==> src/pkg/tick_pkg.sv <==
package tick_pkg;

	localparam int ADDR_W = 4;
	localparam int DATA_W = 8;

	// register offsets
	localparam logic [ADDR_W-1:0] CTRL_OFFSET = 4'h0;
	localparam logic [ADDR_W-1:0] EVT_STATUS_OFFSET = 4'h1;
	localparam logic [ADDR_W-1:0] EVT_MASK_OFFSET = 4'h2;

	// tick_control_status field positions
	localparam int FLAG_BIT = 7;
	localparam int IRQ_EN_BIT = 6;
	localparam int RATE_HI = 5;
	localparam int RATE_LO = 4;
	localparam int ACK_BIT = 3;
	localparam int RUN_BIT = 2;
	localparam int XTAL_HI = 1;
	localparam int XTAL_LO = 0;

	// event status / mask field positions
	localparam int EVT_TICK_BIT = 0;

	// reset values
	localparam logic [1:0] XTAL_RESET = 2'h0;
	localparam logic [1:0] RATE_RESET = 2'h0;
	localparam logic EVT_MASK_RESET = 1'b0;

	// divider ratio n per crystal select
	localparam logic [7:0] RATIO_SEL0 = 8'h96;
	localparam logic [7:0] RATIO_SEL1 = 8'h7D;
	localparam logic [7:0] RATIO_SEL2 = 8'h80;
	localparam logic [7:0] RATIO_SEL3 = 8'h96;

	// chain stages above the n prescaler; tap for 1 Hz is the top stage
	localparam int CHAIN_W = 8;

	typedef struct packed {
		logic [ADDR_W-1:0] addr;
		logic [DATA_W-1:0] wdata;
		logic wr;
		logic rd;
	} reg_req_t;

endpackage : tick_pkg

==> src/rtl/periodic_tick_unit.sv <==
`timescale 1ns/1ps
`default_nettype none

module periodic_tick_unit (
	// clock and reset
	input wire logic mclk,
	input wire logic reset,
	// crystal clock pin, asynchronous to mclk
	input wire logic crystal_clock,
	// low-power mode levels from the system
	input wire logic wait_mode,
	input wire logic stop_mode,
	// register port
	input wire tick_pkg::reg_req_t req,
	output logic [tick_pkg::DATA_W-1:0] rdata,
	// interrupt
	output logic irq
);

	function automatic logic [7:0] ratio_of(input logic [1:0] sel);
		case (sel)
			2'h0: ratio_of = tick_pkg::RATIO_SEL0;
			2'h1: ratio_of = tick_pkg::RATIO_SEL1;
			2'h2: ratio_of = tick_pkg::RATIO_SEL2;
			default: ratio_of = tick_pkg::RATIO_SEL3;
		endcase
	endfunction : ratio_of

	logic xclk_meta_reg;
	logic xclk_sync_reg;
	logic xclk_prev_reg;
	logic xclk_edge;
	logic [7:0] pre_reg;
	logic [tick_pkg::CHAIN_W-1:0] chain_reg;
	logic [tick_pkg::CHAIN_W-1:0] chain_next;
	logic pre_wrap;
	logic advance;
	logic tap_old;
	logic tap_new;
	logic tick;
	logic run_reg;
	logic irq_en_reg;
	logic [1:0] rate_reg;
	logic [1:0] xtal_reg;
	logic xtal_locked_reg;
	logic flag_reg;
	logic evt_status_reg;
	logic evt_mask_reg;
	logic [tick_pkg::DATA_W-1:0] rdata_reg;
	logic bus_ok;
	logic wr_ctrl;
	logic rd_status;
	logic ack_wr;
	logic [2:0] tap_idx;

	// two stages before any logic looks at the crystal clock
	always_ff @(posedge mclk or posedge reset) begin
		if (reset) begin
			xclk_meta_reg <= 1'b0;
			xclk_sync_reg <= 1'b0;
			xclk_prev_reg <= 1'b0;
		end else begin
			xclk_meta_reg <= crystal_clock;
			xclk_sync_reg <= xclk_meta_reg;
			xclk_prev_reg <= xclk_sync_reg;
		end
	end

	assign xclk_edge = xclk_sync_reg & ~xclk_prev_reg;

	// stop freezes the chain; mclk itself keeps running here
	assign advance = run_reg & ~stop_mode & xclk_edge;
	assign pre_wrap = (pre_reg == ratio_of(xtal_reg) - 8'h01);
	assign chain_next = chain_reg + {{(tick_pkg::CHAIN_W-1){1'b0}}, 1'b1};
	// tap 7 for 1 Hz down to 4 for 8 Hz
	assign tap_idx = 3'h7 - {1'b0, rate_reg};
	assign tap_old = chain_reg[tap_idx];
	assign tap_new = chain_next[tap_idx];
	// rising tap edge: first after half the period from zero, then every period
	assign tick = advance & pre_wrap & ~tap_old & tap_new;

	always_ff @(posedge mclk or posedge reset) begin
		if (reset) begin
			pre_reg <= 8'h00;
			chain_reg <= '0;
		end else if (!run_reg) begin
			pre_reg <= 8'h00;
			chain_reg <= '0;
		end else if (advance) begin
			if (pre_wrap) begin
				pre_reg <= 8'h00;
				chain_reg <= chain_next;
			end else begin
				pre_reg <= pre_reg + 8'h01;
			end
		end
	end

	// register access is shut off in wait mode
	assign bus_ok = ~wait_mode & ~stop_mode;
	assign wr_ctrl = bus_ok & req.wr & (req.addr == tick_pkg::CTRL_OFFSET);
	assign ack_wr = wr_ctrl & req.wdata[tick_pkg::ACK_BIT];
	assign rd_status = bus_ok & req.rd & (req.addr == tick_pkg::EVT_STATUS_OFFSET);

	always_ff @(posedge mclk or posedge reset) begin
		if (reset) begin
			run_reg <= 1'b0;
			irq_en_reg <= 1'b0;
			rate_reg <= tick_pkg::RATE_RESET;
		end else if (wr_ctrl) begin
			run_reg <= req.wdata[tick_pkg::RUN_BIT];
			irq_en_reg <= req.wdata[tick_pkg::IRQ_EN_BIT];
			rate_reg <= req.wdata[tick_pkg::RATE_HI:tick_pkg::RATE_LO];
		end
	end

	// any control write counts as the one crystal select write
	always_ff @(posedge mclk or posedge reset) begin
		if (reset) begin
			xtal_reg <= tick_pkg::XTAL_RESET;
			xtal_locked_reg <= 1'b0;
		end else if (wr_ctrl && !xtal_locked_reg) begin
			xtal_reg <= req.wdata[tick_pkg::XTAL_HI:tick_pkg::XTAL_LO];
			xtal_locked_reg <= 1'b1;
		end
	end

	// set wins over acknowledge
	always_ff @(posedge mclk or posedge reset) begin
		if (reset) begin
			flag_reg <= 1'b0;
		end else if (tick) begin
			flag_reg <= 1'b1;
		end else if (ack_wr) begin
			flag_reg <= 1'b0;
		end
	end

	// sticky event copy, cleared by reading it; set wins
	always_ff @(posedge mclk or posedge reset) begin
		if (reset) begin
			evt_status_reg <= 1'b0;
		end else if (tick) begin
			evt_status_reg <= 1'b1;
		end else if (rd_status) begin
			evt_status_reg <= 1'b0;
		end
	end

	always_ff @(posedge mclk or posedge reset) begin
		if (reset) begin
			evt_mask_reg <= tick_pkg::EVT_MASK_RESET;
		end else if (bus_ok && req.wr && req.addr == tick_pkg::EVT_MASK_OFFSET) begin
			evt_mask_reg <= req.wdata[tick_pkg::EVT_TICK_BIT];
		end
	end

	always_ff @(posedge mclk or posedge reset) begin
		if (reset) begin
			rdata_reg <= 8'h00;
		end else if (bus_ok && req.rd) begin
			case (req.addr)
				tick_pkg::CTRL_OFFSET: begin
					// acknowledge position always reads zero
					rdata_reg <= {flag_reg, irq_en_reg, rate_reg, 1'b0, run_reg, xtal_reg};
				end
				tick_pkg::EVT_STATUS_OFFSET: begin
					rdata_reg <= {7'h00, evt_status_reg};
				end
				tick_pkg::EVT_MASK_OFFSET: begin
					rdata_reg <= {7'h00, evt_mask_reg};
				end
				default: begin
					rdata_reg <= 8'h00;
				end
			endcase
		end else begin
			rdata_reg <= 8'h00;
		end
	end

	assign rdata = rdata_reg;
	assign irq = (flag_reg & irq_en_reg) | (evt_status_reg & evt_mask_reg);

endmodule : periodic_tick_unit

`default_nettype wire

==> config.mk <==
export PLATFORM = sky130hd
export DESIGN_NAME = periodic_tick_unit
export DESIGN_NICKNAME = d
export VERILOG_FILES = /design/src/pkg/tick_pkg.sv /design/src/rtl/periodic_tick_unit.sv
export SDC_FILE = /design/constraint.sdc
export NUM_CORES = 1
export LEC_CHECK = 0
export BUFFER_PORTS_ARGS = -buffer_cell sky130_fd_sc_hd__buf_2
export CORE_MARGIN = 5
export CORE_UTILIZATION = 54
export CTS_BUF_LIST = sky130_fd_sc_hd__clkbuf_8
export CTS_CLUSTER_DIAMETER = 150
export DETAILED_ROUTE_END_ITERATION = 12
export PLACE_DENSITY = 0.75
export SYNTH_ARGS = -nofsm -noshare
export SYNTH_HDL_FRONTEND = slang
export SYNTH_SLANG_ARGS = --single-unit
export TNS_END_PERCENT = 30
==> constraint.sdc <==
create_clock -name mclk -period 3.5 [get_ports mclk]
set_input_delay 0.7 -clock mclk [delete_from_list [all_inputs] [get_ports mclk]]
set_output_delay 0.7 -clock mclk [all_outputs]
set_load 0.005 [all_outputs]
==> results of run 1 <==
-- critical path: cells and delay by family (launching register included) --
kind          cells  cell delay [ns]
simple gates      3             1.22
flops             1             0.68
mux               1             0.17
-- through the flow --
stage	utilization (%)	area (µm²)	cells	hold WS (ns)	setup slack, ns
after floorplan	-	1840	175	0.331	1.58
after global placement	60.6	2010	242	0.337	1.28
after detailed placement	60.6	2010	242	0.338	1.24
after CTS	63.9	2110	250	0.354	1.32
after global routing	63.9	2110	250	0.356	1.11
final	63.9	2110	250	0.352	1.34
-- per-layer routing --
layer  up-vias  track usage (%)
li1        680                -
met1       690             21.0
met2        40             31.5
met3         4             5.75
met4         0             9.43
met5         -                0
-- power groups by stage --
stage	Combinational, mW	Sequential [mW]	Clock [mW]
after CTS	0.0870	0.456	0.361
after global routing	0.0965	0.459	0.380
after floorplan	0.0717	0.448	0
after global placement	0.0817	0.462	0
final	0.0857	0.456	0.349
after detailed placement	0.0863	0.464	0
-- logic make-up (layout without fill, tap and decap cells) --
kind of cell / Yosys count / count (layout) / share of synthesized area (%)
flip-flops: 36 / 36 / 48.9
other: 1 / 1 / 0.204
AND/OR/NAND/NOR: 76 / 76 / 23.2
adder cells (fa/ha/maj): 4 / 4 / 2.72
multiplexers: 12 / 12 / 7.61
AO/OA/AOI/OAI: 27 / 27 / 10.9
XOR/XNOR: 8 / 8 / 3.81
buffers and inverters: 11 / 40 / 2.52
-- layout make-up --
type	count	area [µm²]
clock buffers	5	68.8
repair buffers	26	133
clock inverters	3	38.8
flip-flops and latches	36	901
well taps	46	57.6
inverters	6	22.5
fillers	287	1200
multi-input cells	128	893
-- layout by cell type (no fill, tap or decap), drive strengths merged, types with 5 or more instances in the layout --
cell    netlist  routed
mux2i         5       5
dfrtp        36      36
and2          8       8
nand2        17      17
clkbuf        4       5
inv           6       7
nand2b        7       7
o21ai         9       9
mux2          6       6
nand3         8       8
buf           1      26
nor2         13      13
-- worst paths after layout --
kind | slack (ns) | startpoint | to | depth (start not counted)
max in group asynchronous | 2.25 | reset | pre_reg[6] | 3
worst min-delay path | 0.35 | xclk_meta_reg | xclk_sync_reg | 0
worst max-delay path | 1.34 | run_reg | chain_reg[6] | 4
worst min register to register | 0.35 | xclk_meta_reg | xclk_sync_reg | 0
worst max register to register | 1.34 | run_reg | chain_reg[6] | 4
min in group asynchronous | 0.56 | reset | rdata[7] | 2
==> results.json, run 1 <==
{
  "outcome": "finished, final reports clean",
  "dr_wl_met2_mm": 1.87,
  "switching_power_mw": 0.213,
  "crit_type": "reg -> reg",
  "critPathMaxStageDelay_ns": 0.68,
  "pwr-share-comb_pct": 9.6,
  "drt-total-wl_mm": 3.63,
  "grt_antenna_before_repair": 0,
  "vdd_drop_max_uv": 321,
  "worstSkewPairLatency_ns": 0.28,
  "fin_crit_ns": 2.16,
  "yosysUniqueCellTypes": 42,
  "grt_pass1_vias": 1454,
  "crit_slowest_cell": "dfrtp_1",
  "grt_pass1_wl_mm": 6.40,
  "synth_common_cells": "dfrtp_1 (36), nand2_1 (17), nor2_1 (13)",
  "wl_per_cell_um": 14.5,
  "cts-root-buf": "clkbuf_8",
  "pwr-share-seq_pct": 51.2,
  "diodes": 0,
  "synth.net_count": 198,
  "fin_crit_sh_pct": 61.7,
  "clk_path_buf_depth": 2,
  "fin_setup_tns_ns": 0,
  "die_h_um": 68.4,
  "synth-seq-area-share_pct": 48.9,
  "p_int_mw": 0.677,
  "relSlewSlack_pct": 47.0,
  "clock_sinks": 36,
  "core_mm2": 0.00331,
  "cts_resized": 0,
  "boundaryPins": 28,
  "h-tree-depth": 2,
  "worstPathArrival_ns": 2.36,
  "yosysTopAreaCell": "dfrtp_1",
  "setup_viol": 0,
  "skew_ns": 0.00737,
  "cts_tree": "yes",
  "nNetsFinal": 226,
  "dpl.hpwl_mm": 2.70,
  "crit_chain": "nand4bb_1 -> nor3_4 -> and4_1 -> mux2i_1",
  "tightest_slew_ns": 0.794,
  "synth_edf_count": 0,
  "ant_nets": 0,
  "required_ns": 3.70,
  "hp-class": "reg -> reg",
  "startpoint_type": "flip-flop",
  "powerDensity_mw_per_mm2": 421,
  "ys_ff_latch": 36,
  "wirelength_met1_mm": 1.55,
  "gr-total-overflow": 0,
  "area_growth_pct": 14.9,
  "ctsHoldBuffers": 0,
  "swShare_pct": 23.9,
  "track_usage_pct": 18.6,
  "vias": 1414,
  "cts.clk_slew.worst_paths_ns": 0.07,
  "synth.most_common_cell": "dfrtp_1",
  "dieArea_mm2": 0.00468,
  "cts_setup_buffers": 0,
  "met3_length_um": 171,
  "max_freq_mhz": 463,
  "leakage_nw": 1.00,
  "yosys.area.top_type_share_pct": 48.9,
  "synth_flop_cell": "dfrtp_1",
  "netlist_top_cells_area": "dfrtp_1 (49%), mux2_2 (3.7%), nand2_1 (3.5%)",
  "fp.dieW_um": 68.4,
  "grt_max_degree": 23,
  "syn_area_mm2": 0.00184,
  "p_total_mw": 0.890,
  "hold_viol_final": 0,
  "place_congestion": 0.874,
  "vias_per_cell": 5.66,
  "netlist_instances": 175,
  "rsz0062_at_grt": "false",
  "drive_above_1_share_pct": 21.6,
  "crit_fanout": 19,
  "critPathCaptureType": "flip-flop",
  "drc": 0,
  "port_buffers": 25,
  "p_clk_share_pct": 39.2,
  "cts_inserted_buffers": 5,
  "synthArstFlopShare_pct": 100,
  "rows": 21,
  "avgSynthCellArea_um2": 10.5,
  "start_util_pct": 55.6,
  "maxCapViolations": 0,
  "dr.pass1.iters": 4,
  "slew_viol_final": 0,
  "yosysWarnings": 0,
  "top_layer": "met4",
  "drtIter0Drc": 93
}
(Power assumes the default switching activity.)
==> inputs of run 2 (changes only) <==
- clock period: 3.5 -> 2 ns (I/O delays scaled with it)
==> results.json, run 2 (synthesis gave the netlist of run 1 again) <==
{
  "outcome": "finished, final reports clean",
  "crit_chain": "inv_2 -> ha_4 -> and4bb_2 -> o2111ai_4 -> nor3_4 -> and4_1 -> mux2i_1",
  "port_buffers": 25,
  "setup_viol": 0,
  "cts_inserted_buffers": 5,
  "core_mm2": 0.00331,
  "max_freq_mhz": 526,
  "diodes": 0,
  "vias": 1436,
  "crit_slowest_cell": "dfrtp_1",
  "hp-class": "in -> async",
  "clk_path_buf_depth": 2,
  "clock_sinks": 36,
  "skew_ns": 0.00568,
  "fp.dieW_um": 68.4,
  "final_cell_area_mm2": 0.00219,
  "vdd_drop_max_uv": 559,
  "cts-root-buf": "clkbuf_8",
  "placed_area_mm2": 0.00204,
  "dpl.hpwl_mm": 2.66,
  "grt_pass1_vias": 1486,
  "drc": 0,
  "gr-total-overflow": 0,
  "ctsHoldBuffers": 0,
  "die_h_um": 68.4,
  "drive_above_1_share_pct": 27.2,
  "worstPathArrival_ns": 2.11,
  "critPathTopFamily": "simple AND/OR/NAND/NOR gates",
  "final_cells": 259,
  "drtIter0Drc": 113,
  "r2r.worst_path.cells": 7,
  "placedCellCount": 247,
  "wl_per_cell_um": 14.3,
  "grt_pass1_wl_mm": 6.44,
  "leakage_nw": 1.04,
  "drt-total-wl_mm": 3.72,
  "boundaryPins": 28,
  "critPathCaptureType": "flip-flop",
  "ant_nets": 0,
  "final_cell_mix": "dfrtp_1 (36), buf_2 (25), nand2_1 (17)",
  "critical_path_depth": 7,
  "nNetsFinal": 235,
  "powerDensity_mw_per_mm2": 676,
  "area_growth_pct": 19.1,
  "fin_crit_ns": 1.90,
  "start_util_pct": 55.6,
  "cts.clk_slew.worst_paths_ns": 0.07,
  "crit_fanout": 5,
  "dpl_worst_slack_ns": -0.0401,
  "h-tree-depth": 2,
  "dr.pass1.iters": 5,
  "cts_tree": "yes",
  "dieArea_mm2": 0.00468,
  "maxCapViolations": 0,
  "fin_crit_sh_pct": 95.0,
  "crit_type": "reg -> reg",
  "setup_slack_ns": 0.100,
  "grt_antenna_before_repair": 0,
  "worstSkewPairLatency_ns": 0.29,
  "critPathMaxStageDelay_ns": 0.41,
  "startpoint_type": "flip-flop",
  "track_usage_pct": 18.5,
  "path_buf_inv": 1,
  "required_ns": 2.21,
  "grt_max_degree": 37,
  "slew_viol_final": 0,
  "vias_per_cell": 5.54,
  "place_congestion": 0.856,
  "whs_ns": 0.208,
  "rows": 21,
  "hold_viol_final": 0,
  "mostFrequentLayoutCell": "dfrtp_1",
  "rsz0062_at_grt": "false"
}
run 2: path summary, 6_finish.rpt:
check / startpoint / end / slack [ns]
worst max-delay path: xtal_reg[0] / chain_reg[6] / 0.10
min in group mclk: crystal_clock / xclk_meta_reg / 0.22
worst max register to register: xtal_reg[0] / chain_reg[6] / 0.10
worst min register to register: xclk_meta_reg / xclk_sync_reg / 0.35
max in group asynchronous: reset / chain_reg[0] / 1.48
worst min-delay path: reset / rdata[7] / 0.21
run 2: stage by stage:
step / util (%) / TNS, ns / power (mW)
6_report: 66.2 / 0 / 1.48
3_5_place_dp: 61.8 / -0.0652 / 0.970
2_1_floorplan: - / 0 / 0.910
3_3_place_gp: 61.8 / 0 / 0.961
4_1_cts: 65.8 / 0 / 1.49
5_1_grt: 66.2 / 0 / 1.55
run 2: area by class of cell:
class / count / area, µm²
Fill cell: 278 / 1120
Tap cell: 46 / 57.6
Inverter: 6 / 22.5
Clock inverter: 3 / 18.8
Clock buffer: 5 / 68.8
Sequential cell: 36 / 901
Timing Repair Buffer: 35 / 204
Multi-Input combinational cell: 128 / 920
run 2: what timing repair did:
item                                    4_1_cts  5_1_grt
endpoints found under the setup margin        4       13
resized for setup                             3        3
pin swaps                                     4        1
setup buffers                                 4        0
run 2: metal layers:
metal | global-route usage (%) | routed length, µm | part of all wire, % | up-vias
met1 | 21.2 | 1590 | 43 | 703
met2 | 32.2 | 1930 | 52 | 28
met3 | 5.09 | 153 | 4.1 | 5
li1 | - | - | - | 700
met4 | 7.44 | 49 | 1.3 | 0
met5 | 0 | 0 | 0 | -
run 2: worst reg2reg max path: stages (launching register included):
cell and delay, ns:
dfrtp_1 0.41, inv_2 0.09, ha_4 0.21, and4bb_2 0.31, o2111ai_4 0.15, nor3_4 0.25
and4_1 0.24, mux2i_1 0.17
run 2: where the power goes:
group / switching [mW] / internal [mW] / total [mW]
clock: 0.264 / 0.242 / 0.506
sequential: 0.0281 / 0.757 / 0.785
combinational: 0.108 / 0.0836 / 0.192
total: 0.400 / 1.08 / 1.48
==> inputs of run 3 (changes only) <==
- ABC_AREA: unset -> 1
==> results.json, run 3 <==
{
  "skew_ns": 0.00535,
  "crit_type": "reg -> reg",
  "fin_util_pct": 64.5,
  "synth.mux.area_fraction_pct": 0,
  "crit_chain": "inv_1 -> ha_1 -> inv_1 -> nand2_1 -> nand2_1 -> nand2_1 -> nor2_2 -> nand3_2 -> nand2_2 -> inv_1 -> nand2_1 -> nand2_1",
  "clock_sinks": 36,
  "rsz0062_at_grt": "false",
  "ant_nets": 0,
  "worstPathArrival_ns": 1.90,
  "ctsHoldBuffers": 0,
  "dieArea_mm2": 0.00473,
  "cts_setup_buffers": 0,
  "grt_antenna_before_repair": 0,
  "critPathCaptureType": "flip-flop",
  "gr-total-overflow": 0,
  "synth_simple_gate_area_share_pct": 30.4,
  "crit_fanout": 10,
  "yosysTopAreaCell": "dfrtp_1",
  "h-tree-depth": 2,
  "crit_slowest_cell": "dfrtp_1",
  "yosys.area.top_type_share_pct": 48.3,
  "vias_per_cell": 5.04,
  "grt_use_met3_pct": 5.35,
  "track_usage_pct": 18.7,
  "fin_crit_ns": 1.72,
  "worstSkewPairLatency_ns": 0.29,
  "netlist_top_cells_area": "dfrtp_1 (48%), nand2_1 (12%), inv_1 (7.0%)",
  "ys_ff_latch": 36,
  "synth.net_count": 259,
  "mostFrequentLayoutCell": "nand2_1",
  "hp-class": "in -> async",
  "drive_above_1_share_pct": 17.5,
  "cts-root-buf": "clkbuf_8",
  "vias": 1589,
  "globalRouteMet1Util_pct": 22.3,
  "diodes": 0,
  "grt_pass1_wl_mm": 6.37,
  "synthAdderAreaFrac_pct": 2.68,
  "syn_area_mm2": 0.00187,
  "final_cell_mix": "nand2_1 (60), inv_1 (36), dfrtp_1 (36)",
  "rows": 21,
  "clk_path_buf_depth": 2,
  "area_growth_pct": 15.3,
  "vdd_drop_max_uv": 484,
  "outcome": "finished, final reports clean",
  "yosysWarnings": 0,
  "die_h_um": 68.8,
  "drt-total-wl_mm": 3.72,
  "cts_resized": 0,
  "cts_inserted_buffers": 5,
  "synth.most_common_cell": "nand2_1",
  "path_common_cell": "nand2_1",
  "dr.pass1.iters": 5,
  "busiest_layer": "met2",
  "gr-usage-met2_pct": 30.3,
  "max_freq_mhz": 583,
  "dpl.hpwl_mm": 2.78,
  "synth_top_family_by_area": "simple AND/OR/NAND/NOR gates",
  "slew_viol_final": 0,
  "fp.dieW_um": 68.8,
  "fin_crit_sh_pct": 85.8,
  "netlist_instances": 236,
  "maxCapViolations": 0,
  "required_ns": 2.18,
  "wl_per_cell_um": 11.8,
  "synth-compound-area-share_pct": 7.44,
  "startpoint_type": "flip-flop",
  "place_congestion": 0.820,
  "critPathMaxStageDelay_ns": 0.39,
  "synthArstFlopShare_pct": 100,
  "synth_common_cells": "nand2_1 (60), dfrtp_1 (36), inv_1 (35)",
  "synth_xor_area_share_pct": 2.35,
  "fin_setup_tns_ns": 0,
  "boundaryPins": 28,
  "avgSynthCellArea_um2": 7.91,
  "drc": 0,
  "hold_viol_final": 0,
  "yosysUniqueCellTypes": 27,
  "grt_max_degree": 37,
  "start_util_pct": 55.9,
  "grt_pass1_vias": 1480,
  "synth_edf_count": 0,
  "nNetsFinal": 291,
  "port_buffers": 25,
  "leakage_nw": 1.13,
  "core_mm2": 0.00334,
  "powerDensity_mw_per_mm2": 774,
  "synth-seq-area-share_pct": 48.3,
  "cts.clk_slew.worst_paths_ns": 0.07,
  "synth_flop_cell": "dfrtp_1",
  "cts_tree": "yes",
  "setup_viol": 0,
  "drtIter0Drc": 46
}
## run 3: final timing paths
check                      slack, ns     startpoint  cells after the start       endpoint
max                             0.28    xtal_reg[0]                     12   chain_reg[6]
min                             0.20          reset                      3   chain_reg[6]
max reg2reg                     0.28    xtal_reg[0]                     12   chain_reg[6]
min reg2reg                     0.36  xclk_meta_reg                      0  xclk_sync_reg
max in group asynchronous       1.49          reset                      3   chain_reg[3]
min in group mclk               0.21  crystal_clock                      1  xclk_meta_reg
## run 3: layer usage
layer | vias to the layer above | routed length, µm
met5 | - | 0
met4 | 0 | 95
met3 | 11 | 171
met2 | 37 | 1740
met1 | 729 | 1710
li1 | 812 | -
## run 3: critical path: cells and delay by family, from the launching register on
kind,cells,cell delay (ns)
and+or+nand+nor,8,0.66
buffers and inverters,3,0.24
adders and majority gates,1,0.32
DFF,1,0.39
## run 3: kinds of logic after synthesis
group           after synthesis
fa+ha+maj                     4
simple gates                124
compound gates               26
xor+xnor                      5
other cells                   1
buf+inv                      40
flops                        36
## run 3: final cells by class
class | instances | area [µm²]
Fill cell | 296 | 1180
Tap cell | 46 | 57.6
Clock buffer | 5 | 68.8
Timing Repair Buffer | 27 | 140
Multi-Input combinational cell | 160 | 805
Clock inverter | 3 | 38.8
Sequential cell | 36 | 901
Inverter | 38 | 143
## run 3: power breakdown
group          total, mW  switching (mW)  internal (mW)
Clock              0.624           0.259          0.365
Sequential         0.838          0.0601          0.778
Combinational      0.205           0.128         0.0770
## run 3: stage by stage
step	worst slack, ns	power (mW)	cell area, µm²	std cells	hold WS (ns)
global route	0.103	1.76	2150	315	0.201
CTS	0.260	1.69	2150	315	0.200
floorplan	0.489	0.991	1870	236	0.331
detailed placement	0.287	1.06	2050	307	0.339
finish	0.284	1.67	2150	315	0.198
global placement	0.294	1.05	2050	307	0.332
